==> src/logic/sfc_defines.svh <==
`ifndef SFC_DEFINES_SVH
`define SFC_DEFINES_SVH
// Notes on behaviour
// - a 5-bit format register picks format, bit-clock rate, sampling edge, word length
// - a write is 8 code bits: 3 preamble bits then 5 register bits
// - one code bit per falling channel clock edge, preamble first, word length last
// - register loads only behind preamble 0,1,0; any other preamble is denied
// - the full code 01000000 is an error and is dropped
// - writes are refused while in external bit-clock mode; after power-down they are taken again
// - register powers up holding the default format, no write needed
// - internal mode ratio field: 00 gives 32, 10 gives 64, 11 gives 128
// - a 384 master ratio forces an internal bit clock of 48 per frame
// - external mode field: 10 samples on rising, 11 on falling bit-clock edge
// - justify field: 0 left justified, 1 right justified to channel edge
// - i2s field 1 enables i2s; i2s needs justify 0 and i2s 1
// - word length field: 0 loads 18 bits, 1 loads 16 bits
// - channel clock level tells left from right for each word
// - samples are two's complement, most significant bit first
// - shared pin is de-emphasis in internal mode, bit clock in external mode
// - power-down within one frame after master or channel clock stops

// configuration code
`define SFC_CFG_W 5
`define SFC_CODE_W 8
`define SFC_PRE_W 3
`define SFC_PRE_VAL 3'h2
`define SFC_ERR_CODE 8'h40
`define SFC_CFG_DEFAULT 5'h14
`define SFC_CBIT_W 3
`define SFC_CODE_LAST 3'h7
// ratio field encodings
`define SFC_RAT32 2'h0
`define SFC_RAT128 2'h3
// master clock per bit clock
`define SFC_DIV_W 5
`define SFC_DIV2 5'h02
`define SFC_DIV4 5'h04
`define SFC_DIV8 5'h08
`define SFC_DIV16 5'h10
// master clocks per frame thresholds
`define SFC_MCNT_W 10
`define SFC_MCNT_T1 10'h140
`define SFC_MCNT_T2 10'h1c0
// timeouts and detection
`define SFC_CYC_W 16
`define SFC_IDLE_W 8
`define SFC_MCLK_IDLE 8'h20
`define SFC_EDGE_W 8
`define SFC_EXT_EDGES 8'h10
// audio words
`define SFC_WORD_W 18
`define SFC_BCNT_W 5
`define SFC_WLEN16 5'h10
`define SFC_WLEN18 5'h12
`define SFC_PAD16 2'h0
// synchroniser lanes
`define SFC_PIN_N 4
`define SFC_PIN_MCLK 0
`define SFC_PIN_CHANNEL_SELECT_CLK 1
`define SFC_PIN_SDAT 2
`define SFC_PIN_DUAL 3
`endif

==> src/logic/sfc_pkg.sv <==
package sfc_pkg;
  // link operating mode, gray along power-down, internal, external
  typedef enum logic [1:0] {
    SFC_PWR_DOWN = 2'h0,
    SFC_RUN_INT = 2'h1,
    SFC_RUN_EXT = 2'h3
  } sfc_mode_t;
  // measured master clock per frame
  typedef enum logic [1:0] {
    SFC_R256 = 2'h0,
    SFC_R384 = 2'h1,
    SFC_R512 = 2'h3
  } sfc_ratio_t;
  // format register layout, first written bit on top
  typedef struct packed {
    logic ratio_or_edge_hi;
    logic ratio_or_edge_lo;
    logic justify_sel;
    logic i2s_format_en;
    logic word_len_sel;
  } sfc_cfg_t;
endpackage : sfc_pkg

==> src/logic/sfc_stream_if.sv <==
`timescale 1ns/1ns
interface sfc_stream_if #(parameter int W = 19);
  logic valid;
  logic ready;
  logic [W-1:0] data;
  modport src (output valid, output data, input ready);
  modport snk (input valid, input data, output ready);
endinterface : sfc_stream_if

==> src/logic/sfc_top.sv <==
`timescale 1ns/1ns
`include "sfc_defines.svh"
module sfc_top (
  input logic clk_i,
  input logic rst_n_i,
  input logic ce_i,
  input logic mclk_i,
  input logic channel_select_clk_i,
  input logic serial_audio_in_i,
  input logic deemph_or_bitclk_pin_i,
  input logic sample_ready_i,
  output logic sample_valid_o,
  output logic [`SFC_WORD_W-1:0] sample_data_o,
  output logic sample_right_o,
  output logic deemph_o,
  output logic ext_bitclk_mode_o,
  output logic power_down_o,
  output logic overrun_o,
  output logic [`SFC_CFG_W-1:0] cfg_o
);
  ////////////////////////////////////////////////////////////////////////
  // pin synchronisers
  logic [`SFC_PIN_N-1:0] p_lvl, p_rise, p_fall;
  logic mclk_rise, lr_lvl, lr_rise, lr_fall, lr_edge, sd_lvl, dual_lvl, dual_rise, dual_fall;

  sfc_pin_sync #(.W(`SFC_PIN_N)) u_sync (
    .clk_i(clk_i),
    .rst_n_i(rst_n_i),
    .ce_i(ce_i),
    .pin_i({deemph_or_bitclk_pin_i, serial_audio_in_i, channel_select_clk_i, mclk_i}),
    .lvl_o(p_lvl),
    .rise_o(p_rise),
    .fall_o(p_fall)
  );

  assign mclk_rise = p_rise[`SFC_PIN_MCLK];
  assign lr_lvl = p_lvl[`SFC_PIN_CHANNEL_SELECT_CLK];
  assign lr_rise = p_rise[`SFC_PIN_CHANNEL_SELECT_CLK];
  assign lr_fall = p_fall[`SFC_PIN_CHANNEL_SELECT_CLK];
  assign lr_edge = lr_rise | lr_fall;
  assign sd_lvl = p_lvl[`SFC_PIN_SDAT];
  assign dual_lvl = p_lvl[`SFC_PIN_DUAL];
  assign dual_rise = p_rise[`SFC_PIN_DUAL];
  assign dual_fall = p_fall[`SFC_PIN_DUAL];

  ////////////////////////////////////////////////////////////////////////
  // clock monitor: master clocks per frame, idle times, shared pin edges
  logic [`SFC_MCNT_W-1:0] mcnt_r, mcnt_nxt;
  sfc_pkg::sfc_ratio_t ratio_r, ratio_nxt;
  logic [`SFC_CYC_W-1:0] lr_idle_r, lr_idle_nxt, lr_per_r, lr_per_nxt;
  logic [`SFC_IDLE_W-1:0] mk_idle_r, mk_idle_nxt;
  logic [`SFC_EDGE_W-1:0] dedge_r, dedge_nxt;

  always_comb
  begin
    mcnt_nxt = mcnt_r;
    ratio_nxt = ratio_r;
    lr_idle_nxt = lr_idle_r;
    lr_per_nxt = lr_per_r;
    mk_idle_nxt = mk_idle_r;
    dedge_nxt = dedge_r;
    if (ce_i)
    begin
      if (mclk_rise)
        mk_idle_nxt = '0;
      else if (mk_idle_r != '1)
        mk_idle_nxt = mk_idle_r + 1'b1;
      if (lr_rise)
      begin
        // classify the frame just ended
        if (mcnt_r < `SFC_MCNT_T1)
          ratio_nxt = sfc_pkg::SFC_R256;
        else if (mcnt_r < `SFC_MCNT_T2)
          ratio_nxt = sfc_pkg::SFC_R384;
        else
          ratio_nxt = sfc_pkg::SFC_R512;
        mcnt_nxt = '0;
        lr_per_nxt = lr_idle_r;
        lr_idle_nxt = '0;
        dedge_nxt = '0;
      end
      else
      begin
        if (mclk_rise && mcnt_r != '1)
          mcnt_nxt = mcnt_r + 1'b1;
        if (lr_idle_r != '1)
          lr_idle_nxt = lr_idle_r + 1'b1;
        if (dual_rise && dedge_r != '1)
          dedge_nxt = dedge_r + 1'b1;
      end
    end
  end

  always_ff @(posedge clk_i)
  begin
    if (!rst_n_i)
    begin
      mcnt_r <= '0;
      ratio_r <= sfc_pkg::SFC_R256;
      lr_idle_r <= '0;
      lr_per_r <= '0;
      mk_idle_r <= '1;
      dedge_r <= '0;
    end
    else
    begin
      mcnt_r <= mcnt_nxt;
      ratio_r <= ratio_nxt;
      lr_idle_r <= lr_idle_nxt;
      lr_per_r <= lr_per_nxt;
      mk_idle_r <= mk_idle_nxt;
      dedge_r <= dedge_nxt;
    end
  end

  ////////////////////////////////////////////////////////////////////////
  // mode machine: power-down, internal bit clock, external bit clock
  sfc_pkg::sfc_mode_t mode_r, mode_nxt;
  logic ext_r, ext_nxt, pd_r, pd_nxt, lost, mk_alive;

  assign mk_alive = mk_idle_r < `SFC_MCLK_IDLE;
  assign lost = !mk_alive || (lr_per_r != '0 && lr_idle_r > lr_per_r);

  always_comb
  begin
    mode_nxt = mode_r;
    if (ce_i)
    begin
      case (mode_r)
        sfc_pkg::SFC_PWR_DOWN:
          if (lr_rise && mk_alive && lr_per_r != '0)
            mode_nxt = sfc_pkg::SFC_RUN_INT;
        sfc_pkg::SFC_RUN_INT:
          if (lost)
            mode_nxt = sfc_pkg::SFC_PWR_DOWN;
          else if (lr_rise && dedge_r >= `SFC_EXT_EDGES)
            mode_nxt = sfc_pkg::SFC_RUN_EXT;
        sfc_pkg::SFC_RUN_EXT:
          if (lost)
            mode_nxt = sfc_pkg::SFC_PWR_DOWN;
        default:
          mode_nxt = sfc_pkg::SFC_PWR_DOWN;
      endcase
    end
    ext_nxt = mode_nxt == sfc_pkg::SFC_RUN_EXT;
    pd_nxt = mode_nxt == sfc_pkg::SFC_PWR_DOWN;
  end

  always_ff @(posedge clk_i)
  begin
    if (!rst_n_i)
    begin
      mode_r <= sfc_pkg::SFC_PWR_DOWN;
      ext_r <= 1'b0;
      pd_r <= 1'b1;
    end
    else
    begin
      mode_r <= mode_nxt;
      ext_r <= ext_nxt;
      pd_r <= pd_nxt;
    end
  end

  ////////////////////////////////////////////////////////////////////////
  // format register, loaded by the serial code on the shared pin
  sfc_pkg::sfc_cfg_t cfg_r, cfg_nxt;
  logic [`SFC_CBIT_W-1:0] cbit_r, cbit_nxt;
  logic [`SFC_CODE_W-1:0] code_r, code_nxt, code_word;
  logic code_done, code_ok;

  assign code_word = {code_r[`SFC_CODE_W-2:0], dual_lvl};
  assign code_done = ce_i && sd_lvl && lr_fall && cbit_r == `SFC_CODE_LAST;
  assign code_ok = code_word[`SFC_CODE_W-1 -: `SFC_PRE_W] == `SFC_PRE_VAL
    && code_word != `SFC_ERR_CODE;

  always_comb
  begin
    cbit_nxt = cbit_r;
    code_nxt = code_r;
    cfg_nxt = cfg_r;
    if (ce_i)
    begin
      if (!sd_lvl)
        cbit_nxt = '0;
      else if (lr_fall)
      begin
        code_nxt = code_word;
        cbit_nxt = cbit_r + 1'b1;
      end
      if (code_done && code_ok && !ext_r)
        cfg_nxt = code_word[`SFC_CFG_W-1:0];
    end
  end

  always_ff @(posedge clk_i)
  begin
    if (!rst_n_i)
    begin
      cbit_r <= '0;
      code_r <= '0;
      cfg_r <= `SFC_CFG_DEFAULT;
    end
    else
    begin
      cbit_r <= cbit_nxt;
      code_r <= code_nxt;
      cfg_r <= cfg_nxt;
    end
  end

  ////////////////////////////////////////////////////////////////////////
  // bit strobe: divided master clock or selected edge of the shared pin
  logic [`SFC_DIV_W-1:0] div_r, div_nxt, div_sel;
  logic bit_stb, int_stb;

  function automatic logic [`SFC_DIV_W-1:0] bit_div(input sfc_pkg::sfc_ratio_t rt,
                                                   input logic [1:0] fld);
    logic [`SFC_DIV_W-1:0] d;
    d = `SFC_DIV8;
    case (rt)
      sfc_pkg::SFC_R384: d = `SFC_DIV8;
      sfc_pkg::SFC_R256: d = fld == `SFC_RAT32 ? `SFC_DIV8 :
                             fld == `SFC_RAT128 ? `SFC_DIV2 : `SFC_DIV4;
      sfc_pkg::SFC_R512: d = fld == `SFC_RAT32 ? `SFC_DIV16 :
                             fld == `SFC_RAT128 ? `SFC_DIV4 : `SFC_DIV8;
      default: d = `SFC_DIV8;
    endcase
    return d;
  endfunction : bit_div

  assign div_sel = bit_div(ratio_r, {cfg_r.ratio_or_edge_hi, cfg_r.ratio_or_edge_lo});
  assign int_stb = mclk_rise && div_r == div_sel - 1'b1;
  assign bit_stb = ext_r ? (cfg_r.ratio_or_edge_lo ? dual_fall : dual_rise)
    : (mode_r == sfc_pkg::SFC_RUN_INT && int_stb);

  always_comb
  begin
    div_nxt = div_r;
    if (ce_i)
    begin
      if (lr_edge || int_stb)
        div_nxt = '0;
      else if (mclk_rise)
        div_nxt = div_r + 1'b1;
    end
  end

  always_ff @(posedge clk_i)
  begin
    if (!rst_n_i)
      div_r <= '0;
    else
      div_r <= div_nxt;
  end

  ////////////////////////////////////////////////////////////////////////
  // word assembly, msb first, justified per format register
  logic [`SFC_WORD_W-1:0] sh_r, sh_nxt;
  logic [`SFC_BCNT_W-1:0] bcnt_r, bcnt_nxt, bcnt_base, tgt;
  logic chan_r, chan_nxt, wv_r, wv_nxt, ovr_r, ovr_nxt, emit, dem_r, dem_nxt;
  logic [`SFC_WORD_W:0] wd_r, wd_nxt, emit_word;

  function automatic logic [`SFC_WORD_W-1:0] fmt_word(input logic [`SFC_WORD_W-1:0] s,
                                                      input logic len16);
    return len16 ? {s[`SFC_WORD_W-3:0], `SFC_PAD16} : s;
  endfunction : fmt_word

  sfc_stream_if #(.W(`SFC_WORD_W + 1)) buf_in ();
  sfc_stream_if #(.W(`SFC_WORD_W + 1)) buf_out ();

  assign bcnt_base = lr_edge ? '0 : bcnt_r;
  assign tgt = (cfg_r.word_len_sel ? `SFC_WLEN16 : `SFC_WLEN18)
    + {{(`SFC_BCNT_W-1){1'b0}}, cfg_r.i2s_format_en};

  always_comb
  begin
    sh_nxt = sh_r;
    bcnt_nxt = bcnt_r;
    chan_nxt = chan_r;
    wv_nxt = wv_r;
    wd_nxt = wd_r;
    ovr_nxt = ovr_r;
    emit = 1'b0;
    emit_word = '0;
    dem_nxt = dem_r;
    if (ce_i)
    begin
      dem_nxt = mode_r == sfc_pkg::SFC_RUN_INT && dual_lvl;
      if (lr_edge)
      begin
        chan_nxt = cfg_r.i2s_format_en ? lr_lvl : ~lr_lvl;
        if (cfg_r.justify_sel && !pd_r)
        begin
          emit = 1'b1;
          emit_word = {chan_r, fmt_word(sh_r, cfg_r.word_len_sel)};
        end
      end
      bcnt_nxt = bcnt_base;
      if (bit_stb)
      begin
        sh_nxt = {sh_r[`SFC_WORD_W-2:0], sd_lvl};
        if (bcnt_base != '1)
          bcnt_nxt = bcnt_base + 1'b1;
        if (!cfg_r.justify_sel && bcnt_nxt == tgt)
        begin
          emit = 1'b1;
          emit_word = {chan_nxt, fmt_word(sh_nxt, cfg_r.word_len_sel)};
        end
      end
      if (buf_in.ready)
        wv_nxt = 1'b0;
      if (emit)
      begin
        if (wv_r && !buf_in.ready)
          ovr_nxt = 1'b1;
        else
        begin
          wv_nxt = 1'b1;
          wd_nxt = emit_word;
        end
      end
    end
  end

  always_ff @(posedge clk_i)
  begin
    if (!rst_n_i)
    begin
      sh_r <= '0;
      bcnt_r <= '0;
      chan_r <= 1'b0;
      wv_r <= 1'b0;
      wd_r <= '0;
      ovr_r <= 1'b0;
      dem_r <= 1'b0;
    end
    else
    begin
      sh_r <= sh_nxt;
      bcnt_r <= bcnt_nxt;
      chan_r <= chan_nxt;
      wv_r <= wv_nxt;
      wd_r <= wd_nxt;
      ovr_r <= ovr_nxt;
      dem_r <= dem_nxt;
    end
  end

  ////////////////////////////////////////////////////////////////////////
  // output buffer and ports
  assign buf_in.valid = wv_r;
  assign buf_in.data = wd_r;
  assign buf_out.ready = sample_ready_i;

  sfc_skid_buf #(.W(`SFC_WORD_W + 1)) u_buf (
    .clk_i(clk_i),
    .rst_n_i(rst_n_i),
    .ce_i(ce_i),
    .in_if(buf_in),
    .out_if(buf_out)
  );

  assign sample_valid_o = buf_out.valid;
  assign sample_data_o = buf_out.data[`SFC_WORD_W-1:0];
  assign sample_right_o = buf_out.data[`SFC_WORD_W];
  assign deemph_o = dem_r;
  assign ext_bitclk_mode_o = ext_r;
  assign power_down_o = pd_r;
  assign overrun_o = ovr_r;
  assign cfg_o = cfg_r;
endmodule : sfc_top

==> src/logic/sfc_pin_sync.sv <==
`timescale 1ns/1ns
module sfc_pin_sync #(parameter int W = 4) (
  input logic clk_i,
  input logic rst_n_i,
  input logic ce_i,
  input logic [W-1:0] pin_i,
  output logic [W-1:0] lvl_o,
  output logic [W-1:0] rise_o,
  output logic [W-1:0] fall_o
);
  logic [W-1:0] meta_r, meta_nxt, sync_r, sync_nxt, last_r, last_nxt;

  // two stages, then one more for edge finding
  always_comb
  begin
    meta_nxt = meta_r;
    sync_nxt = sync_r;
    last_nxt = last_r;
    if (ce_i)
    begin
      meta_nxt = pin_i;
      sync_nxt = meta_r;
      last_nxt = sync_r;
    end
  end

  always_ff @(posedge clk_i)
  begin
    if (!rst_n_i)
    begin
      meta_r <= '0;
      sync_r <= '0;
      last_r <= '0;
    end
    else
    begin
      meta_r <= meta_nxt;
      sync_r <= sync_nxt;
      last_r <= last_nxt;
    end
  end

  // per-lane level and edges, only from the second stage on
  for (genvar g = 0; g < W; g++)
  begin : g_lane
    assign lvl_o[g] = sync_r[g];
    assign rise_o[g] = ce_i & sync_r[g] & ~last_r[g];
    assign fall_o[g] = ce_i & ~sync_r[g] & last_r[g];
  end
endmodule : sfc_pin_sync

==> src/logic/sfc_skid_buf.sv <==
`timescale 1ns/1ns
module sfc_skid_buf #(parameter int W = 19) (
  input logic clk_i,
  input logic rst_n_i,
  input logic ce_i,
  sfc_stream_if.snk in_if,
  sfc_stream_if.src out_if
);
  logic o_vld_r, o_vld_nxt, s_vld_r, s_vld_nxt, rdy_r, rdy_nxt, take;
  logic [W-1:0] o_dat_r, o_dat_nxt, s_dat_r, s_dat_nxt;

  // two entries: output stage and skid stage
  always_comb
  begin
    o_vld_nxt = o_vld_r;
    o_dat_nxt = o_dat_r;
    s_vld_nxt = s_vld_r;
    s_dat_nxt = s_dat_r;
    take = ce_i & in_if.valid & rdy_r;
    if (ce_i)
    begin
      if (!o_vld_r || out_if.ready)
      begin
        if (s_vld_r)
        begin
          o_vld_nxt = 1'b1;
          o_dat_nxt = s_dat_r;
          s_vld_nxt = 1'b0;
        end
        else
        begin
          o_vld_nxt = take;
          o_dat_nxt = take ? in_if.data : o_dat_r;
        end
      end
      else if (take)
      begin
        s_vld_nxt = 1'b1;
        s_dat_nxt = in_if.data;
      end
    end
    rdy_nxt = ~s_vld_nxt;
  end

  always_ff @(posedge clk_i)
  begin
    if (!rst_n_i)
    begin
      o_vld_r <= 1'b0;
      o_dat_r <= '0;
      s_vld_r <= 1'b0;
      s_dat_r <= '0;
      rdy_r <= 1'b1;
    end
    else
    begin
      o_vld_r <= o_vld_nxt;
      o_dat_r <= o_dat_nxt;
      s_vld_r <= s_vld_nxt;
      s_dat_r <= s_dat_nxt;
      rdy_r <= rdy_nxt;
    end
  end

  assign out_if.valid = o_vld_r;
  assign out_if.data = o_dat_r;
  assign in_if.ready = rdy_r;
endmodule : sfc_skid_buf

==> config.mk <==
export PLATFORM = sky130hd
export DESIGN_NAME = sfc_top
export DESIGN_NICKNAME = d
export VERILOG_FILES = /design/src/logic/sfc_pkg.sv /design/src/logic/sfc_stream_if.sv /design/src/logic/sfc_top.sv /design/src/logic/sfc_pin_sync.sv /design/src/logic/sfc_skid_buf.sv
export VERILOG_INCLUDE_DIRS = /design/src /design/src/logic
export SDC_FILE = /design/constraint.sdc
export NUM_CORES = 1
export LEC_CHECK = 0
export ABC_AREA = 1
export BUFFER_PORTS_ARGS = -buffer_cell sky130_fd_sc_hd__buf_2
export CAP_MARGIN = 25
export CORE_MARGIN = 2
export CORE_UTILIZATION = 46
export CTS_CLUSTER_SIZE = 40
export DETAILED_ROUTE_END_ITERATION = 16
export GPL_TIMING_DRIVEN = 0
export PLACE_DENSITY = 0.62
export SYNTH_ARGS = -nofsm -noshare
export SYNTH_HDL_FRONTEND = slang
export SYNTH_HIERARCHICAL = 1
export SYNTH_SLANG_ARGS = --single-unit
==> constraint.sdc <==
create_clock -name clk_i -period 5.8 [get_ports clk_i]
set_input_delay 0.87 -clock clk_i [delete_from_list [all_inputs] [get_ports clk_i]]
set_output_delay 0.87 -clock clk_i [all_outputs]
set_load 0.01 [all_outputs]
==> results of run 1 <==
-- metrics by stage --
stage	utilization, %	total power [mW]	instances
3_3_place_gp	49.8	1.60	1636
3_5_place_dp	49.8	1.60	1636
6_report	52.6	2.67	1668
2_1_floorplan	-	1.54	1335
5_1_grt	52.6	2.79	1668
4_1_cts	52.6	2.70	1668
-- routing by layer --
| layer | GRT usage, % | vias up | routed length (um) |
|---|---|---|---|
| met3 | 3.17 | 34 | 763 |
| li1 | - | 4437 | - |
| met1 | 28.7 | 3907 | 10800 |
| met2 | 37.6 | 118 | 10700 |
| met4 | 6.62 | 0 | 460 |
| met5 | 0 | - | 0 |
-- flip-flops by register name (all words and copies together), names as in the netlist, 3 cells and up, named ones only --
| name | flops |
|---|---|
| buf_in.data | 19 |
| u_buf/out_if.data | 19 |
| u_buf/s_dat_r | 19 |
| sh_r | 18 |
| lr_idle_r | 16 |
| lr_per_r | 16 |
| mcnt_r | 10 |
| dedge_r | 8 |
| mk_idle_r | 8 |
| code_r | 7 |
| bcnt_r | 5 |
| cfg_o | 5 |
| div_r | 5 |
| u_sync/lvl_o | 4 |
| u_sync/meta_r | 4 |
| cbit_r | 3 |
| u_sync/last_r | 3 |
-- final timing paths --
path                                       start               end  cells after the start
worst max-delay path                        ce_i   buf_in.data[17]                     22
worst max register to register          cfg_o[3]          sh_r[10]                     16
worst min-delay path            u_sync/last_r[0]  u_sync/last_r[0]                      2
worst min register to register  u_sync/last_r[0]  u_sync/last_r[0]                      2
-- worst reg2reg max path: stages, from the launching register on --
cell and delay [ps]:
dfxtp_1 440, inv_1 140, ha_1 320, nand2_1 50, nand2_1 50, nand2_1 80
ha_1 300, a21boi_0 180, nand3_1 90, nor2_1 130, nand3_1 150, nand2_2 230
inv_1 130, nor2_2 260, clkbuf_1 330, o21ai_0 130, a21oi_1 170
-- layout make-up --
class,count,share of cell area (%)
Buffer,59,3.51
Clock buffer,23,4.75
Clock inverter,9,0.670
Inverter,170,6.21
Multi-Input combinational cell,924,44.4
Sequential cell,182,35.4
Tap cell,265,3.23
Timing Repair Buffer,36,1.75
-- power by group through the flow --
| stage | Clock, mW | Sequential [mW] | Combinational [mW] |
|---|---|---|---|
| after floorplan | 0 | 1.34 | 0.197 |
| after global placement | 0 | 1.34 | 0.257 |
| after detailed placement | 0 | 1.34 | 0.260 |
| after CTS | 1.13 | 1.32 | 0.261 |
| after global routing | 1.17 | 1.32 | 0.299 |
| final | 1.10 | 1.32 | 0.261 |
==> results.sh, run 1 <==
export IMPL_status="finished clean"
export IMPL_num_antenna_cells=0
export IMPL_slowest_stage="nor2_1"
export IMPL_setup_violations=0
export IMPL_min_period_ps=3610
export IMPL_rsz0062_at_grt="no"
export IMPL_clk_latency_ps=430
export IMPL_mostFrequentLayoutCells="nand2_1 (239), nor2_1 (192), dfxtp_1 (182)"
export IMPL_cellPowerDensity_nw_per_um2=260
export IMPL_die_area_sq_um=21200
export IMPL_clock_fmax_mhz=277
export IMPL_cts_clk_slew_worst_paths_ps=70
export IMPL_track_usage_pct=21.9
export IMPL_port_buffer_count=36
export IMPL_arrival_ps=3930
export IMPL_fp_dieH_um=146
export IMPL_ir_drop_uv=197
export IMPL_report_final_slew_viol_count=0
export IMPL_yosys_warnings=6
export IMPL_multi_input_area_sq_um=4570
export IMPL_clockBufferDepth=2
export IMPL_p_sw_mw=0.694
export IMPL_crit_family="simple AND/OR/NAND/NOR gates"
export IMPL_htreeDepth=4
export IMPL_syn_nets=1373
export IMPL_area_growth_pct=11.6
export IMPL_rrSetupSlack_ps=2560
export IMPL_syn_area_per_cell_sq_um=6.90
export IMPL_nets=1428
export IMPL_grt_first_pass_wirelength_um=38300
export IMPL_postRouteAntennaNets=0
export IMPL_register_area_sq_um=3640
export IMPL_nFillCells=2019
export IMPL_hold_path_class="reg2reg"
export IMPL_p_leak_nw=4.60
export IMPL_fin_crit_sh_pct=62.3
export IMPL_crit_top_cell="nand2_1"
export IMPL_antenna_found_initial=0
export IMPL_final_common_cell="nand2_1"
export IMPL_drt_initial_drc_count=596
export IMPL_slew_headroom_pct=54.4
export IMPL_wl_um=22700
export IMPL_cts_buffers=17
export IMPL_pwr_share_comb_pct=9.8
export IMPL_switching_share_pct=26.0
export IMPL_drc=0
export IMPL_netlist_area_sq_um=9210
export IMPL_cp_data_required_time_ps=6120
export IMPL_avgViaCountPerCell=5.09
export IMPL_die_w_um=146
export IMPL_vias=8496
export IMPL_cts_tree="done"
export IMPL_setup_ws_ps=2190
export IMPL_gr_total_overflow=0
export IMPL_wire_per_inst_um=13.6
export IMPL_worstSetupPathType="in2reg"
export IMPL_start_util_pct=47.2
export IMPL_holdWs_ps=462
export IMPL_p_int_mw=1.98
export IMPL_grt_pass1_vias=7877
export IMPL_design_portCount=37
export IMPL_clkPwrFrac_pct=41.0
export IMPL_postLayoutCellArea_sq_um=10300
export IMPL_cts_hold_buf=0
export IMPL_fp_row_count=51
export IMPL_place_area_sq_um=9720
export IMPL_drive_gt1_share_pct=8.62
export IMPL_core_sq_um=19500
export IMPL_clockRootBuffer="clkbuf_16"
export IMPL_cp_start_kind="primary input"
export IMPL_path_max_fanout=12
export IMPL_hold_viol_final=0
export IMPL_worst_pin_slew_ps=684
export IMPL_tns_ps=0
export IMPL_max_cap_viol_count=0
export IMPL_place_hpwl_um=16600
export IMPL_place_congestion=0.819
export IMPL_first_pass_iters=6
export IMPL_ctsResizeCount=0
export IMPL_syn_inst=1335
export IMPL_fin_skew_ps=12.5
export IMPL_cts_setup_buffers=0
export IMPL_path_cells="buf_2, buf_6, nand2_1, nor2_1, nor2_8, buf_12, nand2_1, inv_1, ha_1, nand2_1, inv_1, nand4_1, nand2_1, nor2_2, nand3_2, nor2_4, nand2_4, nand2_4, nand2_2, buf_2, o21bai_1, nor2_1"
export IMPL_setup_worst_path_end_class="flop"
export IMPL_place_ws_ps=1800
export IMPL_critPathBufInv=6
export IMPL_sequentialPowerShare_pct=49.2
export IMPL_max_stage_delay_ps=360
export IMPL_grt_max_degree=17
export IMPL_clock_sinks=182
Power figures use the tool's default switching activity.
==> run 2: changes to the inputs <==
--- a/config.mk
+++ b/config.mk
@@ -6,7 +6,7 @@
 export SDC_FILE = /design/constraint.sdc
 export NUM_CORES = 1
 export LEC_CHECK = 0
-export ABC_AREA = 1
+export ABC_AREA = 0
 export BUFFER_PORTS_ARGS = -buffer_cell sky130_fd_sc_hd__buf_2
 export CAP_MARGIN = 25
 export CORE_MARGIN = 2
==> constraint.sdc (replaced) <==
create_clock -name clk_i -period 3.76 [get_ports clk_i]
set_input_delay 0.564 -clock clk_i [delete_from_list [all_inputs] [get_ports clk_i]]
set_output_delay 0.564 -clock clk_i [all_outputs]
set_load 0.01 [all_outputs]
==> run 2 against run 1 <==
Compared with the run above:
- sequential cell count is the same
- register-to-register slack lost 2200 ps
- routed wire length shrank 13%
- sequential power grew 53%
- final cell count shrank 22%
- synthesized cell count shrank 25%
- global-route usage shrank 1.9 points
- critical path type unchanged
- critical endpoint is now buf_in.data[8]
==> results.sh, run 2 <==
export IMPL_status="finished clean"
export IMPL_htreeDepth=4
export IMPL_die_w_um=142
export IMPL_vias=6940
export IMPL_mostFrequentLayoutCells="nand2_1 (197), dfxtp_1 (182), nor2_1 (63), a21oi_1 (63), mux2i_1 (59)"
export IMPL_fp_dieH_um=142
export IMPL_max_cap_viol_count=0
export IMPL_place_hpwl_um=14100
export IMPL_design_portCount=37
export IMPL_rrSetupSlack_ps=320
export IMPL_cellPowerDensity_nw_per_um2=418
export IMPL_r2r_end="buf_in.data[8]"
export IMPL_clock_sinks=182
export IMPL_fin_crit_sh_pct=92.6
export IMPL_die_area_sq_um=20100
export IMPL_place_area_sq_um=9220
export IMPL_max_stage_delay_ps=320
export IMPL_setup_violations=0
export IMPL_grt_max_degree=17
export IMPL_clkPwrFrac_pct=43.3
export IMPL_clk_latency_ps=440
export IMPL_critPathBufInv=4
export IMPL_place_congestion=0.816
export IMPL_num_antenna_cells=0
export IMPL_drive_gt1_share_pct=12.7
export IMPL_cts_setup_buffers=0
export IMPL_ir_drop_uv=329
export IMPL_hold_viol_final=0
export IMPL_hold_path_class="in2reg"
export IMPL_core_sq_um=18700
export IMPL_antenna_found_initial=0
export IMPL_final_util_pct=52.4
export IMPL_clock_fmax_mhz=287
export IMPL_p_leak_nw=3.94
export IMPL_endpoint="buf_in.data[8]"
export IMPL_cp_start_kind="primary input"
export IMPL_rsz0062_at_grt="no"
export IMPL_r2r_start="cfg_o[3]"
export IMPL_report_final_slew_viol_count=0
export IMPL_final_common_cell="nand2_1"
export IMPL_cts_buffers=17
export IMPL_syn_area_per_cell_sq_um=8.75
export IMPL_grt_first_pass_wirelength_um=32600
export IMPL_postLayoutCellArea_sq_um=9800
export IMPL_crit_top_cell="buf_2"
export IMPL_min_period_ps=3480
export IMPL_tns_ps=0
export IMPL_worst_pin_slew_ps=722
export IMPL_netlist_area_sq_um=8750
export IMPL_worstSetupPathType="in2reg"
export IMPL_slowest_stage="a221o_1"
export IMPL_arrival_ps=3800
export IMPL_fin_skew_ps=11.5
export IMPL_cts_clk_slew_worst_paths_ps=70
export IMPL_wl_um=19800
export IMPL_cp_data_required_time_ps=4080
export IMPL_cts_hold_buf=0
export IMPL_gr_total_overflow=0
export IMPL_clockBufferDepth=2
export IMPL_crit_cells=15
export IMPL_sequentialPowerShare_pct=49.2
export IMPL_p_sw_mw=1.02
export IMPL_pwr_share_comb_pct=7.5
export IMPL_crit_path_start="ce_i"
export IMPL_grt_pass1_vias=6525
export IMPL_postRouteAntennaNets=0
export IMPL_p_int_mw=3.08
export IMPL_switching_share_pct=24.9
export IMPL_yosys_warnings=6
export IMPL_port_buffer_count=36
export IMPL_drc=0
export IMPL_area_growth_pct=12.1
export IMPL_track_usage_pct=20.0
export IMPL_reg2regPathDepth=14
export IMPL_fp_row_count=50
export IMPL_clockRootBuffer="clkbuf_16"
export IMPL_first_pass_iters=5
export IMPL_path_cells="buf_2, buf_2, nand2_1, nor2_2, nor2_2, and2_1, ha_1, and3_1, a31o_2, a21oi_1, and4b_1, and3_1, clkbuf_1, buf_2, a221o_1"
export IMPL_syn_nets=1037
export IMPL_wire_per_inst_um=15.2
export IMPL_avgViaCountPerCell=5.33
export IMPL_drt_initial_drc_count=379
export IMPL_cts_tree="done"
export IMPL_crit_family="simple AND/OR/NAND/NOR gates"
export IMPL_slew_headroom_pct=51.6
export IMPL_start_util_pct=46.8
export IMPL_nets=1092
export IMPL_path_max_fanout=10
export IMPL_syn_inst=999
export IMPL_setup_worst_path_end_class="flop"
[run 2: power by group through the flow]
stage	sequential (mW)	combinational [mW]	clock (mW)
2_1_floorplan	2.05	0.237	0
3_5_place_dp	2.06	0.304	0
4_1_cts	2.02	0.308	1.81
6_report	2.02	0.307	1.77
3_3_place_gp	2.06	0.300	0
5_1_grt	2.02	0.347	1.89
[run 2: worst min path at each step]
stage                               from  cells past startpoint  slack [ps]                end
floorplan               u_buf/s_dat_r[0]                      2         430   u_buf/s_dat_r[0]
global placement       u_buf/s_dat_r[11]                      2         440  u_buf/s_dat_r[11]
detailed placement      u_buf/s_dat_r[5]                      2         450   u_buf/s_dat_r[5]
CTS                    serial_audio_in_i                      3         390   u_sync/meta_r[2]
global route        channel_select_clk_i                      3         390   u_sync/meta_r[1]
finish                 serial_audio_in_i                      3         400   u_sync/meta_r[2]
[run 2: what timing repair did]
action                     in CTS  in global routing
hold endpoints to repair        0                  0
gates resized for setup         0                  1
setup endpoints to repair       0                 10
[run 2: per-layer routing]
metal	global-route usage, %	vias to the layer above	wire, um	share of wire [%]
met3	3.44	30	568	2.9
met4	6.95	0	392	2.0
met5	0	-	0	0
li1	-	3597	-	-
met1	26.2	3197	9640	49
met2	33.4	116	9150	46
[run 2: area by class of cell]
type | count | area [sq um]
Fill cell | 1771 | 8900
Multi-Input combinational cell | 730 | 4700
Sequential cell | 182 | 3640
Clock buffer | 21 | 470
Tap cell | 234 | 293
Buffer | 52 | 270
Timing Repair Buffer | 36 | 180
Inverter | 35 | 131
Clock inverter | 11 | 113
[run 2: tightest hold or removal path: stages]
cell	delay [ps]
buf_2	70
mux2i_1	50
nor2b_1	100
[run 2: through the flow]
step	setup slack, ps	cells	power (mW)	hold WS, ps
final	277	1301	4.10	398
after global routing	31.5	1301	4.26	395
after CTS	153	1301	4.14	387
after detailed placement	-301	1269	2.36	446
after global placement	-240	1269	2.36	439
after floorplan	463	999	2.29	431
